## config.mk

```make
export PLATFORM = sky130hd
export DESIGN_NAME = lcfc_core
export DESIGN_NICKNAME = d
export VERILOG_FILES = /design/src/lcfc_core.v /design/src/lcfc_mem.v
export VERILOG_INCLUDE_DIRS = /design/src
export SDC_FILE = /design/constraint.sdc
export NUM_CORES = 1
export LEC_CHECK = 0
export BUFFER_PORTS_ARGS = -buffer_cell sky130_fd_sc_hd__buf_2
export CORE_AREA = 2 2 217 219
export DETAILED_ROUTE_END_ITERATION = 8
export DIE_AREA = 0 0 219 221
export GPL_TIMING_DRIVEN = 0
export HOLD_SLACK_MARGIN = 0.1
export PLACE_DENSITY = 0.77
export SYNTH_ARGS = -nofsm -noshare
export SYNTH_HDL_FRONTEND = slang
export SYNTH_SLANG_ARGS = --single-unit
```

## constraint.sdc

```tcl
create_clock -name CLOCK -period 8.1 [get_ports CLOCK]
set_input_delay 0.405 -clock CLOCK [delete_from_list [all_inputs] [get_ports CLOCK]]
set_output_delay 0.405 -clock CLOCK [all_outputs]
set_load 0.01 [all_outputs]
```

## src/lcfc_regs.vh

```
// Opcode encodings, field positions and reset values for the logic/call/clear decoder
`ifndef LCFC_REGS_VH
`define LCFC_REGS_VH
// ----------------------------------------
// Opcode patterns
// ----------------------------------------
`define OPC_AND_MEM      9'h054
`define OPC_AND_MEM_WB   9'h056
`define OPC_AND_IMM      7'h16
`define OPC_AND_IMM_WB   8'h2F
`define OPC_CALL         5'h0C
`define OPC_CARRY_CLR    16'h5000
`define OPC_DIV0_CLR     16'h1700
`define OPC_EVF_CLR      8'h40
// ----------------------------------------
// Field positions
// ----------------------------------------
`define ADDR_MSB         6
`define IMM_MSB          7
`define IMM_LSB          4
`define WR_MSB           3
`define CALL_MSB         10
`define MASK_DIV0_OVF    0
`define MASK_TMR0_UNF    1
`define MASK_PORT_CHG    2
`define MASK_DIV1_OVF    4
`define MASK_TMR1_UNF    7
// ----------------------------------------
// Reset values
// ----------------------------------------
`define RST_ACC          4'h0
`define RST_PC           11'h000
`define RST_DIV0         14'h0000
`define RST_EVF          5'h00
`define DIV0_LOW_MASK    14'h3FF0
`endif

```

## src/lcfc_core.v

```verilog
// Decoder and executor for AND, call, carry clear, divider clear and event clear
`timescale 1ns/10ps
`include "lcfc_regs.vh"
module lcfc_core #(
   parameter SDEPTH = 8
) (
   input  wire        CLOCK,
   input  wire        RESETN,
   input  wire        INSTR_VALID,
   input  wire [15:0] INSTR,
   input  wire        DIV0_TICK,
   input  wire        DIV0_OVF_IN,
   input  wire        TMR0_UNF_IN,
   input  wire        PORT_CHG_IN,
   input  wire        DIV1_OVF_IN,
   input  wire        TMR1_UNF_IN,
   output reg  [3:0]  ACC,
   output reg         ZERO_FLAG,
   output reg         CARRY_FLAG,
   output reg  [10:0] PC,
   output reg  [10:0] STACK_TOP,
   output reg  [3:0]  STACK_DEPTH,
   output reg  [13:0] DIV0_COUNT,
   output reg         DIVIDER0_OVERFLOW_EVENT,
   output reg         TIMER0_UNDERFLOW_EVENT,
   output reg         PORT_CHANGE_EVENT,
   output reg         DIVIDER1_OVERFLOW_EVENT,
   output reg         TIMER1_UNDERFLOW_EVENT,
   output reg         BUSY
);
   // ----------------------------------------
   // Decode
   // ----------------------------------------
   localparam ST_FETCH = 1'b0;
   localparam ST_EXEC  = 1'b1;

   reg         state_r;
   reg [15:0]  ir_r;
   reg [3:0]   wr_r [0:15];
   reg [10:0]  stack_r [0:SDEPTH-1];
   reg [3:0]   sp_r;
   integer     i;

   // Memory AND decodes serve both the fetched word and the held word
   function is_and_mem;
      input [15:0] w;
      begin
         is_and_mem = (w[15:7] == `OPC_AND_MEM);
      end
   endfunction

   function is_and_mem_wb;
      input [15:0] w;
      begin
         is_and_mem_wb = (w[15:7] == `OPC_AND_MEM_WB);
      end
   endfunction

   // Flag clears only with its mask bit set and no set arriving
   function clear_hit;
      input m;
      input s;
      begin
         clear_hit = m && !s;
      end
   endfunction

   wire op_and_mem    = is_and_mem(INSTR);
   wire op_and_mem_wb = is_and_mem_wb(INSTR);
   wire op_and_imm    = (INSTR[15:9] == `OPC_AND_IMM);
   wire op_and_imm_wb = (INSTR[15:8] == `OPC_AND_IMM_WB);
   wire x_mem         = is_and_mem(ir_r);
   wire x_mem_wb      = is_and_mem_wb(ir_r);

   wire [3:0] mem_rdata;
   wire [3:0] mem_and   = mem_rdata & ACC;
   wire [3:0] imm       = INSTR[`IMM_MSB:`IMM_LSB];
   wire [3:0] wr_idx    = INSTR[`WR_MSB:0];
   wire [3:0] wr_sel    = wr_r[wr_idx];
   wire [3:0] imm_and   = wr_sel & imm;
   wire [7:0] mask      = INSTR[7:0];

   function zero_of;
      input [3:0] v;
      begin
         zero_of = (v == 4'h0);
      end
   endfunction

   // Memory reads take one cycle, so memory ANDs finish in an execute beat
   lcfc_mem #(.AW(7), .DW(4)) u_mem (
      .clk   (CLOCK),
      .raddr (INSTR[`ADDR_MSB:0]),
      .rdata (mem_rdata),
      .we    ((state_r == ST_EXEC) && x_mem_wb),
      .waddr (ir_r[`ADDR_MSB:0]),
      .wdata (mem_and)
   );

   // ----------------------------------------
   // Execute
   // ----------------------------------------
   always @(posedge CLOCK or negedge RESETN) begin
      if (!RESETN) begin
         state_r                 <= ST_FETCH;
         ir_r                    <= 16'h0000;
         ACC                     <= `RST_ACC;
         ZERO_FLAG               <= 1'b0;
         CARRY_FLAG              <= 1'b0;
         PC                      <= `RST_PC;
         STACK_TOP               <= `RST_PC;
         STACK_DEPTH             <= 4'h0;
         sp_r                    <= 4'h0;
         DIV0_COUNT              <= `RST_DIV0;
         DIVIDER0_OVERFLOW_EVENT <= 1'b0;
         TIMER0_UNDERFLOW_EVENT  <= 1'b0;
         PORT_CHANGE_EVENT       <= 1'b0;
         DIVIDER1_OVERFLOW_EVENT <= 1'b0;
         TIMER1_UNDERFLOW_EVENT  <= 1'b0;
         BUSY                    <= 1'b0;
         for (i = 0; i < 16; i = i + 1) begin
            wr_r[i] <= 4'h0;
         end
         for (i = 0; i < SDEPTH; i = i + 1) begin
            stack_r[i] <= `RST_PC;
         end
      end else begin
         if (DIV0_TICK) begin
            DIV0_COUNT <= DIV0_COUNT + 14'h0001;
         end
         // Event flags: a set in the same cycle wins over the clear
         if (DIV0_OVF_IN) begin
            DIVIDER0_OVERFLOW_EVENT <= 1'b1;
         end
         if (TMR0_UNF_IN) begin
            TIMER0_UNDERFLOW_EVENT <= 1'b1;
         end
         if (PORT_CHG_IN) begin
            PORT_CHANGE_EVENT <= 1'b1;
         end
         if (DIV1_OVF_IN) begin
            DIVIDER1_OVERFLOW_EVENT <= 1'b1;
         end
         if (TMR1_UNF_IN) begin
            TIMER1_UNDERFLOW_EVENT <= 1'b1;
         end
         case (state_r)
            ST_FETCH: begin
               if (INSTR_VALID) begin
                  ir_r <= INSTR;
                  PC   <= PC + 11'h001;
                  if (op_and_mem || op_and_mem_wb) begin
                     state_r <= ST_EXEC;
                     BUSY    <= 1'b1;
                  end else if (op_and_imm) begin
                     ACC       <= imm_and;
                     ZERO_FLAG <= zero_of(imm_and);
                  end else if (op_and_imm_wb) begin
                     ACC                  <= imm_and;
                     wr_r[wr_idx]         <= imm_and;
                     ZERO_FLAG            <= zero_of(imm_and);
                  end else if (INSTR[15:11] == `OPC_CALL) begin
                     stack_r[sp_r[2:0]] <= PC + 11'h001;
                     STACK_TOP          <= PC + 11'h001;
                     PC                 <= INSTR[`CALL_MSB:0];
                     if (sp_r < SDEPTH) begin
                        sp_r        <= sp_r + 4'h1;
                        STACK_DEPTH <= sp_r + 4'h1;
                     end
                  end else if (INSTR == `OPC_CARRY_CLR) begin
                     CARRY_FLAG <= 1'b0;
                  end else if (INSTR == `OPC_DIV0_CLR) begin
                     DIV0_COUNT <= DIV0_COUNT & `DIV0_LOW_MASK;
                  end else if (INSTR[15:8] == `OPC_EVF_CLR) begin
                     // Mask bits 3, 5 and 6 are never looked at
                     if (clear_hit(mask[`MASK_DIV0_OVF], DIV0_OVF_IN)) begin
                        DIVIDER0_OVERFLOW_EVENT <= 1'b0;
                     end
                     if (clear_hit(mask[`MASK_TMR0_UNF], TMR0_UNF_IN)) begin
                        TIMER0_UNDERFLOW_EVENT <= 1'b0;
                     end
                     if (clear_hit(mask[`MASK_PORT_CHG], PORT_CHG_IN)) begin
                        PORT_CHANGE_EVENT <= 1'b0;
                     end
                     if (clear_hit(mask[`MASK_DIV1_OVF], DIV1_OVF_IN)) begin
                        DIVIDER1_OVERFLOW_EVENT <= 1'b0;
                     end
                     if (clear_hit(mask[`MASK_TMR1_UNF], TMR1_UNF_IN)) begin
                        TIMER1_UNDERFLOW_EVENT <= 1'b0;
                     end
                  end
               end
            end
            ST_EXEC: begin
               if (x_mem || x_mem_wb) begin
                  ACC       <= mem_and;
                  ZERO_FLAG <= zero_of(mem_and);
               end
               state_r <= ST_FETCH;
               BUSY    <= 1'b0;
            end
            default: begin
               state_r <= ST_FETCH;
               BUSY    <= 1'b0;
            end
         endcase
      end
   end
endmodule

```

## src/lcfc_mem.v

```verilog
// Data memory (128 x 4) with registered read data and one write port
`timescale 1ns/10ps
module lcfc_mem #(
   parameter AW = 7,
   parameter DW = 4
) (
   input  wire          clk,
   input  wire [AW-1:0] raddr,
   output reg  [DW-1:0] rdata,
   input  wire          we,
   input  wire [AW-1:0] waddr,
   input  wire [DW-1:0] wdata
);
   reg [DW-1:0] mem [0:(1<<AW)-1];

   always @(posedge clk) begin
      if (we) begin
         mem[waddr] <= wdata;
      end
      rdata <= mem[raddr];
   end
endmodule

```

==> Word-level counts from Yosys, hierarchy flattened <==
Memory sizes are Yosys's and may differ from the RTL's. A register that Yosys moved wholly into a read port is not among the register bits.
Index checks and enable logic that the tools add are counted.
W data, S select, Z words.
{ "totals": {"regBits": 132, "mem_bits_rw": 512, "wordCells": 177, "n_memories": 1} }
{ "mem_list": {"columns": ["name", "words", "width", "read_ports", "rd_ports_with_merged_regs", "wr", "line_no", "rtl"], "rows": [
  ["u_mem.mem", 128, 4, 1, 1, 1, "lcfc_mem.v:14", "reg [DW-1:0] mem [0:(1<<AW)-1];"]
]} }
{ "op_classes": {"add_sub_neg": 3, "n_lt_le_gt_ge": 3, "eq_ne": 16, "n_mux": 94, "n_bitwise": 7, "n_reduce_logical": 22} }
{ "ops": {"columns": ["cell", "n"], "rows": [
  ["$mux W14", 9],
  ["$mux W1", 66],
  ["$bwmux W64", 1],
  ["$mux W11", 4],
  ["$eq A9 B7 Y1 const B", 4],
  ["$mux W4", 8],
  ["$bmux W4 S4", 1],
  ["$demux W4 S4", 1],
  ["$eq A16 B13 Y1 const B", 1],
  ["$eq A16 B15 Y1 const B", 1],
  ["$add A14 B1 Y14 const B", 1],
  ["$add A11 B1 Y11 const B", 1],
  ["$and A4 B4 Y4", 2],
  ["$eq A8 B6 Y1 const B", 1],
  ["$eq A8 B7 Y1 const B", 1],
  ["$logic_not A4 Y1", 2],
  ["$ne A8 B8 Y1 const B", 1],
  ["$pmux W4 S2", 1],
  ["$eq A7 B5 Y1 const B", 1],
  ["$logic_and A1 B1 Y1", 7],
  ["$reduce_and A7 Y1", 1],
  ["$ne A2 B2 Y1 const B", 3],
  ["$pmux W1 S2", 3],
  ["$reduce_and A6 Y1", 1],
  ["14 further kinds", 23]
]} }

==> Longest topological paths before layout <==
{ "depth": {"word_depth": 12, "ltp_mapped": 12, "depth_no_buf": 7} }

==> Cells and area by module <==
A second synthesis with hierarchy kept.
{ "hier_totals": {"cells_unflattened": 1475, "hier_area_um2": 26710.6} }
{ "modules_own_cells": {"columns": ["mod", "instances", "cells_each", "area_per_inst_um2", "seq_area_each_um2"], "rows": [
  ["lcfc_mem", 1, 908, 20193.1, 15454.8],
  ["lcfc_core", 1, 567, 6517.5, 3303.2]
]} }

==> Least setup slack after synthesis <==
Ideal clock, no wire load.
{ "synth_path": {"path_kind": "reg2reg", "start": "register ACC[3]", "end": "register ZERO_FLAG", "setup_time_ns": 0.137, "arrival_ns": 2.649, "t_required_ns": 7.963, "slack_ns": 5.315, "path_stages_with_launch": 6, "n_path_buf": 0, "period_less_slack_ns": 2.785, "cell_sequence": "dfrtp_1 > and2_1 > nand2b_1 > nor4_1 > mux2i_1 > o21ai_1"} }
{ "synth_via": {"elab_chain_len": 4} }
{ "synth_rtl": {"columns": ["element", "line_no", "rtl"], "rows": [
  ["start: declaration", "lcfc_core.v:17", "output reg [3:0] ACC,"],
  ["start signal: assignment", "lcfc_core.v:107", "ACC <= `RST_ACC;"],
  ["start signal: assignment", "lcfc_core.v:156", "ACC <= imm_and;"],
  ["start signal: assignment", "lcfc_core.v:159", "ACC <= imm_and;"],
  ["$and A4 B4 Y4", "lcfc_core.v:76", "wire [3:0] mem_and = mem_rdata & ACC;"],
  ["named net mem_and[3]", "lcfc_core.v:76", null],
  ["$logic_not A4 Y1", "lcfc_core.v:86", "zero_of = (v == 4'h0);"],
  ["$mux W1", "lcfc_core.v:195", "if (x_mem || x_mem_wb) begin"],
  ["$pmux W1 S2", "lcfc_core.v:147", "case (state_r)"],
  ["end signal: assignment", "lcfc_core.v:157", "ZERO_FLAG <= zero_of(imm_and);"],
  ["end signal: assignment", "lcfc_core.v:161", "ZERO_FLAG <= zero_of(imm_and);"],
  ["end signal: assignment", "lcfc_core.v:197", "ZERO_FLAG <= zero_of(mem_and);"],
  ["end: declaration", "lcfc_core.v:18", "output reg ZERO_FLAG,"]
]} }
The timed path passes the listed nets, and every way through them passes these cells. The select of a mux whose other input is x is not followed.
A chain may end at the register's enable or synchronous reset.

==> metrics.cfg <==
[die]
core_region_area_um2=46100
fp-row-count=79
start_util=0.574
design.die.area_um2=48400
die_y_um=221
die_x_um=219
io_pins=77

[timing]
min_period_over_period=0.461
worst_pin_slew_ns=1.28
hold_violations=0
fin_ws_ns=4.37
period_minus_slack_ns=3.73
setup_viol=0
maxSlewViolCount=0
fin_tns_setup_ns=0
slew_headroom=0.145
fmaxAchievable_mhz=268
finClkSkew_ns=0.0242
rsz0062_at_grt=no

[clock_tree]
ctsResizeCount=0
cts_inserted_buffers=66
clock_latency_ns=0.60
clk_transition_reported_paths_ns=0.06
htreeDepth=3
tritoncts=done
cts.path.max_buffers=3
cts_num_sinks=648
cts_setup_buffers=0
hold_buffers=11
root_buffer=clkbuf_16

[final_layout]
diodes=0
design_area_um2=29900
area_growth_pct=13.3
n_fill_cell=3086
nNetsFinal=1775
drive_above_1_share=0.218

[detailed_routing]
routed_wl_mm=72.5
drt_iter0_markers=2993
via_per_inst=6.75
dr.pass1.iters=7
drcViolationCount=0
wl_per_cell_um=30.2
detail-route-antenna-nets=0
dr_total_vias=16218

[yosys]
ys_async_sr_fraction=0.204
synth_common_cells=512 x edfxtp_1, 179 x nor2_1, 132 x dfrtp_1
synth_area_per_cell_um2=16.6
synth_ff_type=edfxtp_1
yosysTopAreaCell=edfxtp_1
synth_edf_count=512
ys_seq_area_frac=0.710
synth_top_area_frac=0.582
synth.most_common_cell=edfxtp_1
synthesis.area_um2=26400
syn_nets=1619
synth_area_leaders=edfxtp_1 58%, dfrtp_1 12%, mux4_2 10%
yosys_warnings=0
yosysUniqueCellTypes=67
postSynthCellCount=1591
synth-seq-cells=648

[power]
ir_worst_vdd_uv=192
power.density_nw_per_um2=241
p_leak_nw=9.52

[grt]
grt_use_total=0.304
grt_antenna_before_repair=2
grt_pass1_wl_mm=106
grt_overflow=0
grt_pass1_vias=16088
grt_max_degree=89

[placement]
place_hpwl_mm=46.2
pre_cts_ws_ns=4.00
place_congestion=0.937
dpl-instance-area_um2=27700
port_buffers=72

[critical_path]
cp_cell_sequence=buf_2, buf_2, buf_1, clkbuf_1, o21ai_0, a211oi_1, o221ai_1, o311a_1, a21oi_1
crit_arrival_ns=4.17
crit_top_cell=buf_2
end_kind=register
crit_slowest_cell=clkbuf_1
slowest_delay_ns=0.97
critical_path.startpoint_type=input port
path_class=in2reg
required_ns=8.54
cp_max_fo=10

[min_path]
hold_class=in2reg

[job]
drv_cap=0

[outcome]
status=completed

## sequential cells by signal, summed over array words and instances, names as in the netlist, 4 cells and up
| name | cells |
|---|---|
| DIV0_COUNT | 14 |
| ir_r | 16 |
| u_mem.mem | 512 |
| STACK_DEPTH | 4 |
| STACK_TOP | 11 |
| ACC | 4 |
| u_mem.rdata | 4 |
| wr_r | 64 |
| PC | 11 |
## per-layer routing
metal / wire length (µm) / vias to the layer above / GRT usage
met4: 3980 / 2 / 0.151
met3: 9440 / 248 / 0.0792
li1: - / 6520 / -
met2: 33100 / 1333 / 0.460
met5: 18 / - / 0
met1: 25900 / 8115 / 0.414
## kinds of logic (layout without fill, tap and decap cells)
kind of cell             after synthesis  count (layout)  synth area share
flip-flops                           648             648             0.710
AND/OR/NAND/NOR                      377             377            0.0622
multiplexers                         245             245             0.151
AO/OA/AOI/OAI                        183             183            0.0472
buffers and inverters                110             315            0.0204
XOR/XNOR                              24              24           0.00795
adder cells (fa/ha/maj)                3               3           0.00142
other                                  1               1          0.000142
## final timing paths
| path | from | end | slack, ns | cells past startpoint |
|---|---|---|---|---|
| min in group asynchronous | RESETN | DIV0_COUNT[12] | 0.37 | 2 |
| max in group asynchronous | RESETN | DIVIDER0_OVERFLOW_EVENT | 6.96 | 3 |
| worst min-delay path | INSTR[8] | ir_r[8] | 0.11 | 3 |
| worst max-delay path | INSTR[3] | u_mem.rdata[2] | 4.37 | 9 |
| worst min register to register | DIV0_COUNT[13] | DIV0_COUNT[13] | 0.46 | 1 |
| worst max register to register | ir_r[14] | u_mem.mem[55][2] | 4.38 | 7 |
## cell type report
| type | count | area [µm²] | area share |
|---|---|---|---|
| plain buffers | 87 | 452 | 0.0151 |
| flip-flops and latches | 648 | 18800 | 0.626 |
| inverters | 23 | 86.3 | 0.00288 |
| clock inverters | 25 | 251 | 0.00840 |
| repair buffers | 88 | 607 | 0.0203 |
| clock buffers | 92 | 1880 | 0.0629 |
| multi-input cells | 833 | 7150 | 0.239 |
| well taps | 607 | 759 | 0.0254 |
## worst max-delay path: cells and delay by family
| kind | cells | cell delay (ns) |
|---|---|---|
| buffers and inverters | 4 | 2.26 |
| AOI/OAI and AO/OA | 5 | 1.48 |
## stage by stage
| step | utilization | total power, mW | std cells | hold slack, ns |
|---|---|---|---|---|
| 2_1_floorplan | - | 4.03 | 1591 | 0.109 |
| 6_report | 0.650 | 7.22 | 2403 | 0.110 |
| 3_3_place_gp | 0.598 | 4.23 | 2270 | 0.450 |
| 5_1_grt | 0.650 | 7.41 | 2403 | 0.144 |
| 4_1_cts | 0.650 | 7.22 | 2403 | 0.102 |
| 3_5_place_dp | 0.601 | 4.25 | 2275 | 0.450 |
## power by group
part | switching, mW | internal (mW)
registers | 0.0759 | 3.62
logic | 0.310 | 0.194
clock network | 1.24 | 1.78
## placed cells by master (no fill, tap or decap), types with 14 or more instances in the layout
| master | instances |
|---|---|
| mux4_2 | 117 |
| xnor2_1 | 14 |
| clkbuf_16 | 69 |
| inv_1 | 22 |
| nand3_1 | 19 |
| nand2_1 | 105 |
| o21ai_0 | 41 |
| buf_2 | 90 |
| a21oi_1 | 35 |
| clkbuf_1 | 62 |
| nor2_1 | 179 |
| dfrtp_1 | 132 |
| o221ai_1 | 21 |
| a22oi_1 | 19 |
| mux2i_1 | 66 |
| edfxtp_1 | 512 |
| mux2_2 | 61 |
(Power assumes the default switching activity.)
